[config.mk]
export PLATFORM = sky130hd
export DESIGN_NAME = pscc_loader
export DESIGN_NICKNAME = d
export VERILOG_FILES = /design/src/pscc_pkg.sv /design/src/pscc_sync.sv /design/src/pscc_fifo.sv /design/src/pscc_loader.sv
export SDC_FILE = /design/constraint.sdc
export NUM_CORES = 1
export LEC_CHECK = 0
export BUFFER_PORTS_ARGS = -buffer_cell sky130_fd_sc_hd__buf_4
export CORE_MARGIN = 5
export CORE_UTILIZATION = 56
export CTS_CLUSTER_SIZE = 30
export DETAILED_ROUTE_END_ITERATION = 8
export PLACE_DENSITY = 0.76
export SLEW_MARGIN = 40
export SYNTH_ARGS = -nofsm -noshare
export SYNTH_HDL_FRONTEND = slang
export SYNTH_SLANG_ARGS = --single-unit
[constraint.sdc]
create_clock -name clk_sys -period 2.6 [get_ports clk_sys]
set_clock_uncertainty 0.2 [all_clocks]
set_input_delay 0.13 -clock clk_sys [delete_from_list [all_inputs] [get_ports clk_sys]]
set_output_delay 0.13 -clock clk_sys [all_outputs]
set_load 0.02 [all_outputs]
[src/pscc_pkg.sv]
// Constants and types shared by the passive serial configuration loader.
// Assumes a single system clock; all pin timing is expressed in its cycles.
`default_nettype none

package pscc_pkg;

  // Stream shape.
  localparam int             WORD_W       = 8;
  localparam int             BIT_CNT_W    = 3;
  localparam int             WORD_CNT_W   = 7;
  localparam int             FIFO_DEPTH   = 16;
  localparam logic [6:0]     STREAM_WORDS = 7'h40;
  localparam logic [2:0]     LAST_BIT     = 3'h7;

  // Initialisation cycle length in system clocks.
  localparam logic [3:0]     INIT_CYCLES  = 4'h8;

  // Reset values.
  localparam logic           ODRAIN_OFF   = 1'h1;
  localparam logic [7:0]     WORD_ZERO    = 8'h00;
  localparam logic [2:0]     BIT_ZERO     = 3'h0;
  localparam logic [6:0]     WCNT_ZERO    = 7'h00;
  localparam logic [3:0]     INIT_ZERO    = 4'h0;

  typedef enum logic [2:0]
  {
    PSCC_IDLE,
    PSCC_LOAD,
    PSCC_INIT,
    PSCC_USER,
    PSCC_ERROR
  } pscc_state_type;

endpackage

`default_nettype wire

[src/pscc_sync.sv]
// Two-stage synchroniser for pins that arrive from outside the clock domain.
// Assumes the inputs are quasi-static relative to clk_sys and do not glitch.
`timescale 1ns/1ps
`default_nettype none

module pscc_sync #(
  parameter int WIDTH = 1
) (
  // Clock and control
  input  wire logic             clk_sys,
  input  wire logic             sys_rst,
  input  wire logic             clk_en,
  // Data
  input  wire logic [WIDTH-1:0] async_in,
  output logic      [WIDTH-1:0] sync_out
);

  typedef struct packed
  {
    logic [WIDTH-1:0] stage1;
    logic [WIDTH-1:0] stage2;
  } pscc_sync_state_type;

  pscc_sync_state_type r;
  pscc_sync_state_type next_r;

  // The first stage is read only by the second stage.
  always_comb
  begin
    next_r        = r;
    next_r.stage1 = async_in;
    next_r.stage2 = r.stage1;
  end

  always_ff @(posedge clk_sys)
  begin
    if (sys_rst)
      r <= '0;
    else if (clk_en)
      r <= next_r;
  end

  assign sync_out = r.stage2;

endmodule

`default_nettype wire

[src/pscc_fifo.sv]
// Flip-flop FIFO with a registered output stage, valid and ready on both sides.
// Assumes the reader may stall indefinitely; in_ready drops when storage is full.
`timescale 1ns/1ps
`default_nettype none

module pscc_fifo #(
  parameter int WIDTH = 8,
  parameter int DEPTH = 16
) (
  // Clock and control
  input  wire logic             clk_sys,
  input  wire logic             sys_rst,
  input  wire logic             clk_en,
  // Write side
  input  wire logic             in_valid,
  input  wire logic [WIDTH-1:0] in_data,
  output logic                  in_ready,
  // Read side
  output logic                  out_valid,
  output logic      [WIDTH-1:0] out_data,
  input  wire logic             out_ready
);

  localparam int PTR_W = $clog2(DEPTH);
  localparam int CNT_W = $clog2(DEPTH + 1);

  typedef struct packed
  {
    logic [DEPTH-1:0][WIDTH-1:0] mem;
    logic [PTR_W-1:0]            wr_ptr;
    logic [PTR_W-1:0]            rd_ptr;
    logic [CNT_W-1:0]            count;
    logic [WIDTH-1:0]            head;
    logic                        head_valid;
  } pscc_fifo_state_type;

  pscc_fifo_state_type r;
  pscc_fifo_state_type next_r;

  function automatic logic [PTR_W-1:0] ptr_inc(input logic [PTR_W-1:0] p);
    ptr_inc = (p == PTR_W'(DEPTH - 1)) ? '0 : p + PTR_W'(1);
  endfunction

  assign in_ready = (r.count != CNT_W'(DEPTH));

  // The head register keeps the read side straight from a flip-flop.
  always_comb
  begin
    logic push;
    logic pop;
    logic [CNT_W-1:0] cnt;
    push   = in_valid && in_ready;
    pop    = r.head_valid && out_ready;
    next_r = r;
    cnt    = r.count;
    if (push)
    begin
      next_r.mem[r.wr_ptr] = in_data;
      next_r.wr_ptr        = ptr_inc(r.wr_ptr);
      cnt                  = cnt + CNT_W'(1);
    end
    if (pop)
      next_r.head_valid = 1'b0;
    if ((!r.head_valid || pop) && (r.count != '0))
    begin
      next_r.head       = r.mem[r.rd_ptr];
      next_r.head_valid = 1'b1;
      next_r.rd_ptr     = ptr_inc(r.rd_ptr);
      cnt               = cnt - CNT_W'(1);
    end
    next_r.count = cnt;
  end

  always_ff @(posedge clk_sys)
  begin
    if (sys_rst)
      r <= '0;
    else if (clk_en)
      r <= next_r;
  end

  assign out_valid = r.head_valid;
  assign out_data  = r.head;

endmodule

`default_nettype wire

[src/pscc_loader.sv]
// Passive serial configuration loader: samples the host's serial stream,
// assembles bytes, checks the stream and drives the status pins.
// Assumes the host drives the configuration clock and data pins; the clock is
// oversampled by clk_sys, so it must be well below a quarter of clk_sys.
`timescale 1ns/1ps
`default_nettype none

// Functional notes
// Host presents one bit per config_clock rising edge; device samples it there.
// No limit on config_clock period; a halted clock simply pauses loading.
// Host drives config_clock and serial data to fixed levels after configuration.
// Serial data pin stays tri-stated in user mode unless the user drives it.
// After configuration the serial data pin serves as general user I/O.
// Device pulls config_complete_flag low before and during configuration.
// Flag released only after an error-free full stream, as initialization starts.
// After data and a high config_complete_flag, initialize then enter user mode.
// Outside low on config_complete_flag after initialization leaves user mode intact.
// Host watches config_complete_flag and init_complete_flag for errors and completion.
// Host restarts configuration when a full stream does not raise both flags.
// Configuration is accepted only while chip_enable_n is low.
// Outside party holds chip_enable_n low through configuration and user mode.
// chip_enable_n must be low for boundary-scan programming.
// Device drives open-drain chip_enable_out_n low once configuration completes.
// In a chain each chip_enable_out_n feeds the next chip_enable_n.
// Unused chip_enable_out_n may be released as user I/O after configuration.
// init_complete_flag rises only after initialization ends and user mode begins.
module pscc_loader
(
  // Clock and control
  input  wire logic                       clk_sys,
  input  wire logic                       sys_rst,
  input  wire logic                       clk_en,
  // Configuration pins from the host
  input  wire logic                       config_clock,
  input  wire logic                       chip_enable_n,
  // Serial data pin, two-way after configuration
  input  wire logic                       config_serial_in,
  output logic                            config_serial_out,
  output logic                            config_serial_oe_n,
  // Open-drain completion flag
  input  wire logic                       config_complete_in,
  output logic                            config_complete_out,
  output logic                            config_complete_oe_n,
  // Open-drain chain enable to the next device
  output logic                            chip_enable_out_n,
  output logic                            chip_enable_out_oe_n,
  // Status
  output logic                            init_complete_flag,
  output logic                            load_error,
  // User-mode pin control
  input  wire logic                       user_serial_out,
  input  wire logic                       user_serial_oe_n,
  input  wire logic                       user_ceo_release,
  output logic                            user_serial_in,
  // Configuration words towards the array
  output logic                            cfg_valid,
  output logic [pscc_pkg::WORD_W-1:0]     cfg_data,
  input  wire logic                       cfg_ready
);

  typedef struct packed
  {
    pscc_pkg::pscc_state_type              state;
    logic                                  ck_prev;
    logic [pscc_pkg::BIT_CNT_W-1:0]        bit_cnt;
    logic [pscc_pkg::WORD_W-1:0]           shift;
    logic [pscc_pkg::WORD_CNT_W-1:0]       word_cnt;
    logic [pscc_pkg::WORD_W-1:0]           check;
    logic                                  push_valid;
    logic [pscc_pkg::WORD_W-1:0]           push_data;
    logic [3:0]                            init_cnt;
    logic                                  ccf_oe_n;
    logic                                  ceo_out;
    logic                                  ceo_oe_n;
    logic                                  init_done;
    logic                                  err;
    logic                                  ser_out;
    logic                                  ser_oe_n;
    logic                                  ser_in;
  } pscc_loader_state_type;

  localparam pscc_loader_state_type RESET_STATE = '{
    state:      pscc_pkg::PSCC_IDLE,
    ck_prev:    1'b0,
    bit_cnt:    pscc_pkg::BIT_ZERO,
    shift:      pscc_pkg::WORD_ZERO,
    word_cnt:   pscc_pkg::WCNT_ZERO,
    check:      pscc_pkg::WORD_ZERO,
    push_valid: 1'b0,
    push_data:  pscc_pkg::WORD_ZERO,
    init_cnt:   pscc_pkg::INIT_ZERO,
    ccf_oe_n:   1'b0,
    ceo_out:    1'b0,
    ceo_oe_n:   pscc_pkg::ODRAIN_OFF,
    init_done:  1'b0,
    err:        1'b0,
    ser_out:    1'b0,
    ser_oe_n:   pscc_pkg::ODRAIN_OFF,
    ser_in:     1'b0
  };

  pscc_loader_state_type r;
  pscc_loader_state_type next_r;

  // Clears byte assembly and stream counters so that an aborted stream leaves no partial byte or count; words already pushed stay queued.
  function automatic pscc_loader_state_type stream_clear(input pscc_loader_state_type s);
    stream_clear          = s;
    stream_clear.bit_cnt  = pscc_pkg::BIT_ZERO;
    stream_clear.shift    = pscc_pkg::WORD_ZERO;
    stream_clear.word_cnt = pscc_pkg::WCNT_ZERO;
    stream_clear.check    = pscc_pkg::WORD_ZERO;
  endfunction

  logic       ck_s;
  logic       data_s;
  logic       ce_n_s;
  logic       ccf_s;
  logic       fifo_in_ready;
  logic       fifo_out_valid;
  logic [7:0] fifo_out_data;

  pscc_sync #(
    .WIDTH (4)
  ) u_sync (
    .clk_sys  (clk_sys),
    .sys_rst  (sys_rst),
    .clk_en   (clk_en),
    .async_in ({config_clock, config_serial_in, chip_enable_n, config_complete_in}),
    .sync_out ({ck_s, data_s, ce_n_s, ccf_s})
  );

  // Words wait here so that a slow array writer does not lose stream data.
  pscc_fifo #(
    .WIDTH (pscc_pkg::WORD_W),
    .DEPTH (pscc_pkg::FIFO_DEPTH)
  ) u_fifo (
    .clk_sys   (clk_sys),
    .sys_rst   (sys_rst),
    .clk_en    (clk_en),
    .in_valid  (r.push_valid),
    .in_data   (r.push_data),
    .in_ready  (fifo_in_ready),
    .out_valid (fifo_out_valid),
    .out_data  (fifo_out_data),
    .out_ready (cfg_ready)
  );

  always_comb
  begin
    logic                 ck_rise;
    logic [7:0]           word;
    ck_rise = ck_s && !r.ck_prev;
    word    = {data_s, r.shift[7:1]};
    next_r  = r;
    next_r.ck_prev = ck_s;
    next_r.ser_in  = data_s;
    if (r.push_valid && fifo_in_ready)
      next_r.push_valid = 1'b0;
    unique case (r.state)
      pscc_pkg::PSCC_IDLE:
      begin
        next_r.ccf_oe_n = 1'b0;
        if (!ce_n_s)
        begin
          next_r       = stream_clear(next_r);
          next_r.state = pscc_pkg::PSCC_LOAD;
        end
      end
      pscc_pkg::PSCC_LOAD:
      begin
        // A halted clock leaves every counter where it is; no timeout exists.
        if (ce_n_s)
        begin
          next_r       = stream_clear(next_r);
          next_r.state = pscc_pkg::PSCC_IDLE;
        end
        else if (ck_rise)
        begin
          next_r.shift   = word;
          next_r.bit_cnt = r.bit_cnt + 3'h1;
          if (r.bit_cnt == pscc_pkg::LAST_BIT)
          begin
            // A word still waiting for the FIFO is an overrun, not a stall.
            // The waiting word is kept, so the words handed on stay in stream order.
            if (r.push_valid && !fifo_in_ready)
              next_r.state = pscc_pkg::PSCC_ERROR;
            else
            begin
              next_r.check      = r.check ^ word;
              next_r.word_cnt   = r.word_cnt + 7'h01;
              next_r.push_data  = word;
              next_r.push_valid = 1'b1;
              if (r.word_cnt == pscc_pkg::STREAM_WORDS - 7'h01)
                next_r.state = ((r.check ^ word) == pscc_pkg::WORD_ZERO) ?
                               pscc_pkg::PSCC_INIT : pscc_pkg::PSCC_ERROR;
            end
          end
        end
      end
      pscc_pkg::PSCC_INIT:
      begin
        next_r.ccf_oe_n = pscc_pkg::ODRAIN_OFF;
        // The count waits for the released flag to be seen high on the pin.
        if (ccf_s)
        begin
          next_r.init_cnt = r.init_cnt + 4'h1;
          if (r.init_cnt == pscc_pkg::INIT_CYCLES - 4'h1)
            next_r.state = pscc_pkg::PSCC_USER;
        end
      end
      pscc_pkg::PSCC_USER:
      begin
        // Nothing here looks at the flag pin or chip enable again. R9
        next_r.init_done = 1'b1;
        next_r.ceo_out   = 1'b0;
        next_r.ceo_oe_n  = user_ceo_release;
        next_r.ser_out   = user_serial_out;
        next_r.ser_oe_n  = user_serial_oe_n;
      end
      pscc_pkg::PSCC_ERROR:
      begin
        next_r.ccf_oe_n = 1'b0;
        next_r.err      = 1'b1;
        if (ce_n_s)
        begin
          next_r.state = pscc_pkg::PSCC_IDLE;
          next_r.err   = 1'b0;
        end
      end
      default:
        next_r.state = pscc_pkg::PSCC_IDLE;
    endcase
    if (next_r.state == pscc_pkg::PSCC_IDLE)
      next_r.init_cnt = pscc_pkg::INIT_ZERO;
  end

  always_ff @(posedge clk_sys)
  begin
    if (sys_rst)
      r <= RESET_STATE;
    else if (clk_en)
      r <= next_r;
  end

  // Configuration word outputs are registered inside the FIFO head stage.
  assign cfg_valid            = fifo_out_valid;
  assign cfg_data             = fifo_out_data;
  assign config_serial_out    = r.ser_out;
  assign config_serial_oe_n   = r.ser_oe_n;
  assign config_complete_out  = 1'b0;
  assign config_complete_oe_n = r.ccf_oe_n;
  assign chip_enable_out_n    = r.ceo_out;
  assign chip_enable_out_oe_n = r.ceo_oe_n;
  assign init_complete_flag   = r.init_done;
  assign load_error           = r.err;
  assign user_serial_in       = r.ser_in;

endmodule

`default_nettype wire

After elaboration in Yosys (flattened, before gate mapping)

Index checks and enable logic that the tools add are counted.

Add/subtract/negate cells: 7
$lt $le $gt $ge: 3
Equality and inequality tests: 15
Mux-type cells: 37
Bitwise logic cells: 4
Reductions and logical operators: 29

Operator list:

| operator              | number |
|---|---|
| $bwmux W128           | 1 |
| $pmux W36 S2          | 1 |
| $mux W35              | 2 |
| $mux W51              | 1 |
| $mux W24              | 2 |
| $bmux W8 S4           | 1 |
| $demux W8 S4          | 1 |
| $mux W3               | 9 |
| $mux W4               | 4 |
| $mux W8               | 2 |
| $pmux W3 S5           | 1 |
| $add A4 B1 Y4 const B | 3 |
| $lt A4 B5 Y1 const B  | 2 |
| $mux W5               | 2 |
| $ne A3 B2 Y1 const B  | 3 |
| $eq A4 B4 Y1 const B  | 2 |
| $logic_not A8 Y1      | 1 |
| $pmux W4 S2           | 1 |
| $reduce_and A2 Y1     | 4 |
| $reduce_and A4 Y1     | 2 |
| $reduce_bool A2 Y1    | 4 |
| $xor A8 B8 Y8         | 1 |
| $add A7 B1 Y7 const B | 1 |
| $eq A7 B6 Y1 const B  | 1 |
| 25 further kinds      | 43 |

Flip-flop bits (word level): 209
Bits of input ports: 11
Output and inout bits: 18
Word-level logic and storage cells: 135

Logic depth before layout (Yosys ltp)

Word-level depth: 12
Mapped depth: 11
Gate-level depth less buffers: 11

By module

From an unflattened synthesis, not the netlist that was laid out.

Cell total of the unflattened synthesis: 947
Area, all modules: 9,566.7 µm²

Modules (own cells, without submodules):

| module      | instances | cells each | area each (µm²) | seq. area each (µm²) |
|---|---|---|---|---|
| pscc_fifo   | 1         | 650        | 6,890.4         | 3,002.9 |
| pscc_loader | 1         | 271        | 2,391.0         | 980.9 |
| pscc_sync   | 1         | 26         | 285.3           | 160.2 |

Worst setup path before layout

OpenSTA, ideal clock, no wires.

Path type: register to register
From: register u_fifo.r[9] in the netlist's numbering
To: register u_fifo.r[13] in the netlist's numbering
Arrival time: 2.273 ns
Required time: 2.272 ns
Path slack: -0.001 ns
Cell stages (with the launch flop): 12
Path buffers: 0
Period minus slack after synthesis: 2.601 ns
Path through: dfxtp_1 clkinv_1 ha_1 nand4bb_1 nand2_1 mux2i_1 ha_1 nand3_1 or4_1 a21boi_1 xnor2_1 nor2_1

Cells in the longest elaborated chain, start to end: 5

Ends and longest elaborated chain:

| what                                                  | line            | RTL |
|---|---|---|
| start, declared                                       | pscc_fifo.sv:37 | `pscc_fifo_state_type r;` |
| start signal, assigned                                | pscc_fifo.sv:79 | `r <= next_r;` |
| branches (longest 4 deep; another with $add A5 B1 Y5) | --              |  |
| $mux W5 (*)                                           | pscc_fifo.sv:64 | `if ((!r.head_valid \|\| pop) && (r.count != '0))` |

Mark *: on every way between the ends.
A chain may end at the register's enable or synchronous reset.

Worst setup path after layout

From: register u_fifo.r[10] in the netlist's numbering
To: register u_fifo.r[13] in the netlist's numbering

The elaborated chain is that of the path after synthesis.

==> results.sh <==
export IMPL_status="finished clean"
export IMPL_drive_gt1_share_pct=16.7
export IMPL_dieArea_mm2=0.0194
export IMPL_rows=47
export IMPL_grt_pass1_wl_um=34800
export IMPL_io_buffers=26
export IMPL_power_density_mw_per_mm2=715
export IMPL_cts_buffers=22
export IMPL_clkTransAtPathRegs_ns=0.06
export IMPL_crit_type="register to register"
export IMPL_yosysWarnings=0
export IMPL_clock_sinks=207
export IMPL_report_final_slew_viol_count=0
export IMPL_min_path_type="register to register"
export IMPL_syn_inst=962
export IMPL_relSlewSlack_pct=48.8
export IMPL_hold_violations=0
export IMPL_area_growth_pct=15.9
export IMPL_crit_chain="inv_1 > ha_1 > nand4bb_1 > nand2_2 > mux2i_2 > ha_2 > nand3_1 > or4_1 > a21boi_1 > xnor2_1 > nor2_1"
export IMPL_finalNetCount=1023
export IMPL_post_dp_hpwl_um=13600
export IMPL_ys_ff_latch=207
export IMPL_die_h_um=139
export IMPL_ctsRootBufferMaster="clkbuf_16"
export IMPL_slowest_stage="or4_1"
export IMPL_path_max_fanout=3
export IMPL_drt_total_wl_um=21200
export IMPL_antenna_found_initial=0
export IMPL_setup_violations=0
export IMPL_p_leak_nw=4.99
export IMPL_worst_pin_slew_ns=0.767
export IMPL_period_minus_slack_ns=2.51
export IMPL_htree_levels=1
export IMPL_post_route_period_util_pct=96.6
export IMPL_core_area_mm2=0.0165
export IMPL_r2r_slack_ns=0.09
export IMPL_fin_util_pct=65.9
export IMPL_clk_insertion_delay_late_ns=0.51
export IMPL_end_kind="register"
export IMPL_crit_buf_inv=1
export IMPL_peakVddDrop_v=0.000484
export IMPL_initial_core_util_pct=56.8
export IMPL_cts_buffer_depth=3
export IMPL_via_per_inst=5.63
export IMPL_arrival_ns=2.68
export IMPL_firstDrtPassIters=5
export IMPL_grt_usage_pct=21.5
export IMPL_crit_family="simple AND/OR/NAND/NOR gates"
export IMPL_clock_fmax_ghz=0.398
export IMPL_async_flop_share_pct=0
export IMPL_cts_tree="yes"
export IMPL_ant_nets=0
export IMPL_vias=6950
export IMPL_grt_pass1_vias=6635
export IMPL_instances_no_fill=1235
export IMPL_drc_errors=0
export IMPL_cap_violations=0
export IMPL_rsz0062_at_grt="yes"
export IMPL_cp_slowest_stage_delay_ns=0.40
export IMPL_gp_congestion=0.859
export IMPL_grt_max_degree=85
export IMPL_io_pins=29
export IMPL_netlist_area_mm2=0.00936
export IMPL_overflow=0
export IMPL_synth_cell_type_count=61
export IMPL_cp_start_kind="register"
export IMPL_die_width_um=139
export IMPL_ys_flop_type="dfxtp_1"
export IMPL_synth_area_per_cell_um2=9.73
export IMPL_cp_required_ns=2.77
export IMPL_wl_per_cell_um=17.1
export IMPL_dp_cells=1177
export IMPL_synth_edf_count=0
export IMPL_ys_seq_area_share_pct=44.3
export IMPL_drt_iter0_markers=570
export IMPL_antenna_cells=0
-- final cells by class --
| cell class | instances | area (um2) |
|---|---|---|
| Multi-Input combinational cell | 657 | 4790 |
| Clock inverter | 5 | 86.3 |
| Tap cell | 220 | 275 |
| Fill cell | 1273 | 5620 |
| Inverter | 13 | 48.8 |
| Timing Repair Buffer | 99 | 842 |
| Clock buffer | 34 | 656 |
| Sequential cell | 207 | 4150 |
-- routing by layer --
metal | track usage [%] | vias up | wire length [um]
li1 | - | 3394 | -
met1 | 29.6 | 3340 | 9410
met2 | 35.7 | 178 | 10100
met3 | 3.50 | 38 | 1250
met4 | 5.10 | 0 | 378
met5 | 0 | - | 0
-- flip-flops by register name, summed over array words and instances (netlist names) --
| name | count |
|---|---|
| chip_enable_out_oe_n | 1 |
| config_complete_oe_n | 1 |
| config_serial_oe_n | 1 |
| config_serial_out | 1 |
| init_complete_flag | 1 |
| load_error | 1 |
| r | 42 |
| u_fifo.out_data | 8 |
| u_fifo.out_valid | 1 |
| u_fifo.r | 141 |
| u_sync.next_r | 4 |
| u_sync.sync_out | 4 |
| user_serial_in | 1 |
-- worst paths after layout --
| check | start | end | depth (start not counted) |
|---|---|---|---|
| worst max-delay path | u_fifo.r[10]$_SDFFE_PP0P_ | u_fifo.r[13]$_SDFFE_PP0P_ | 11 |
| worst min-delay path | u_fifo.out_data[5]$_SDFFE_PP0P_ | u_fifo.out_data[5]$_SDFFE_PP0P_ | 2 |
| worst max register to register | u_fifo.r[10]$_SDFFE_PP0P_ | u_fifo.r[13]$_SDFFE_PP0P_ | 11 |
| worst min register to register | u_fifo.out_data[5]$_SDFFE_PP0P_ | u_fifo.out_data[5]$_SDFFE_PP0P_ | 2 |
-- cell usage in the layout (no fill, tap or decap), types with 3 or more instances in the layout --
cell / n
dfxtp_1: 204
nor2_1: 186
mux2i_1: 142
buf_4: 76
nand2_1: 71
a21oi_1: 52
mux4_2: 40
nand3_1: 29
clkbuf_16: 22
dlygate4sd3_1: 18
o21ai_0: 14
inv_1: 12
xnor2_1: 12
nor2b_1: 12
ha_1: 11
xor2_1: 8
nor3_1: 7
clkbuf_8: 6
clkbuf_1: 6
nand4_1: 5
nand2b_1: 5
nand3b_1: 5
or3_1: 5
a211oi_1: 5
buf_12: 4
and3_1: 3
dfxtp_2: 3
-- cell usage after synthesis (all sizes together), types with 5 or more instances --
| cell | count | share of area, % |
|---|---|---|
| dfxtp | 207 | 44 |
| clkbuf | 52 | 2.1 |
| buf | 34 | 2.1 |
| mux2i | 143 | 15 |
| ha | 12 | 1.6 |
| o21ai | 15 | 0.84 |
| nor3 | 8 | 0.48 |
| nand2b | 5 | 0.33 |
| mux4 | 40 | 9.6 |
| xnor2 | 12 | 1.1 |
| nor2 | 188 | 7.7 |
| inv | 12 | 0.48 |
| or3 | 5 | 0.33 |
| nand2 | 73 | 3.0 |
| a211oi | 5 | 0.40 |
| nand3 | 29 | 1.6 |
| xor2 | 8 | 0.75 |
| nor2b | 12 | 0.80 |
| nand4 | 5 | 0.33 |
| a21oi | 52 | 2.8 |
| nand3b | 5 | 0.40 |
-- per-stage QoR --
step	hold slack (ns)	setup TNS [ns]	instance area [um2]	setup WS, ns	power (mW)
global placement	0.168	0	9910	0.189	4.60
floorplan	0.0739	0	9370	0.0369	4.24
global route	0.289	-0.0376	10800	-0.0376	8.07
CTS	0.255	0	10800	0.0532	7.79
detailed placement	0.176	0	9910	0.0780	4.62
finish	0.257	0	10800	0.0888	7.75
-- power breakdown --
| group | total, mW | switching [mW] | internal, mW | leakage, nW |
|---|---|---|---|---|
| Clock | 3.16 | 1.22 | 1.93 | 0.364 |
| Combinational | 1.29 | 0.696 | 0.592 | 2.96 |
| Sequential | 3.31 | 0.0713 | 3.24 | 1.67 |
-- repair_timing --
item	CTS	global route
resized for setup	0	4
hold endpoints to repair	50	0
hold buffers	18	0
buffers inserted	0	1
setup endpoints to repair	0	2
-- worst reg2reg max path, stage by stage, from the launching register on --
cell	delay, ns
dfxtp_1	0.31
inv_1	0.09
ha_1	0.19
nand4bb_1	0.15
nand2_2	0.14
mux2i_2	0.25
ha_2	0.22
nand3_1	0.08
or4_1	0.40
a21boi_1	0.16
xnor2_1	0.14
nor2_1	0.05
-- kinds of logic (layout without fill, tap and decap cells) --
group / Yosys count / after routing / share of synthesized area [%]
multiplexers: 184 / 184 / 25.0
AND/OR/NAND/NOR: 348 / 348 / 16.6
flip-flops: 207 / 207 / 44.3
XOR/XNOR: 20 / 20 / 1.87
buffers and inverters: 99 / 151 / 4.68
other: 1 / 2 / 0.0401
AO/OA/AOI/OAI: 91 / 91 / 5.84
adder cells (fa/ha/maj): 12 / 12 / 1.60
Power figures use the tool's default switching activity.
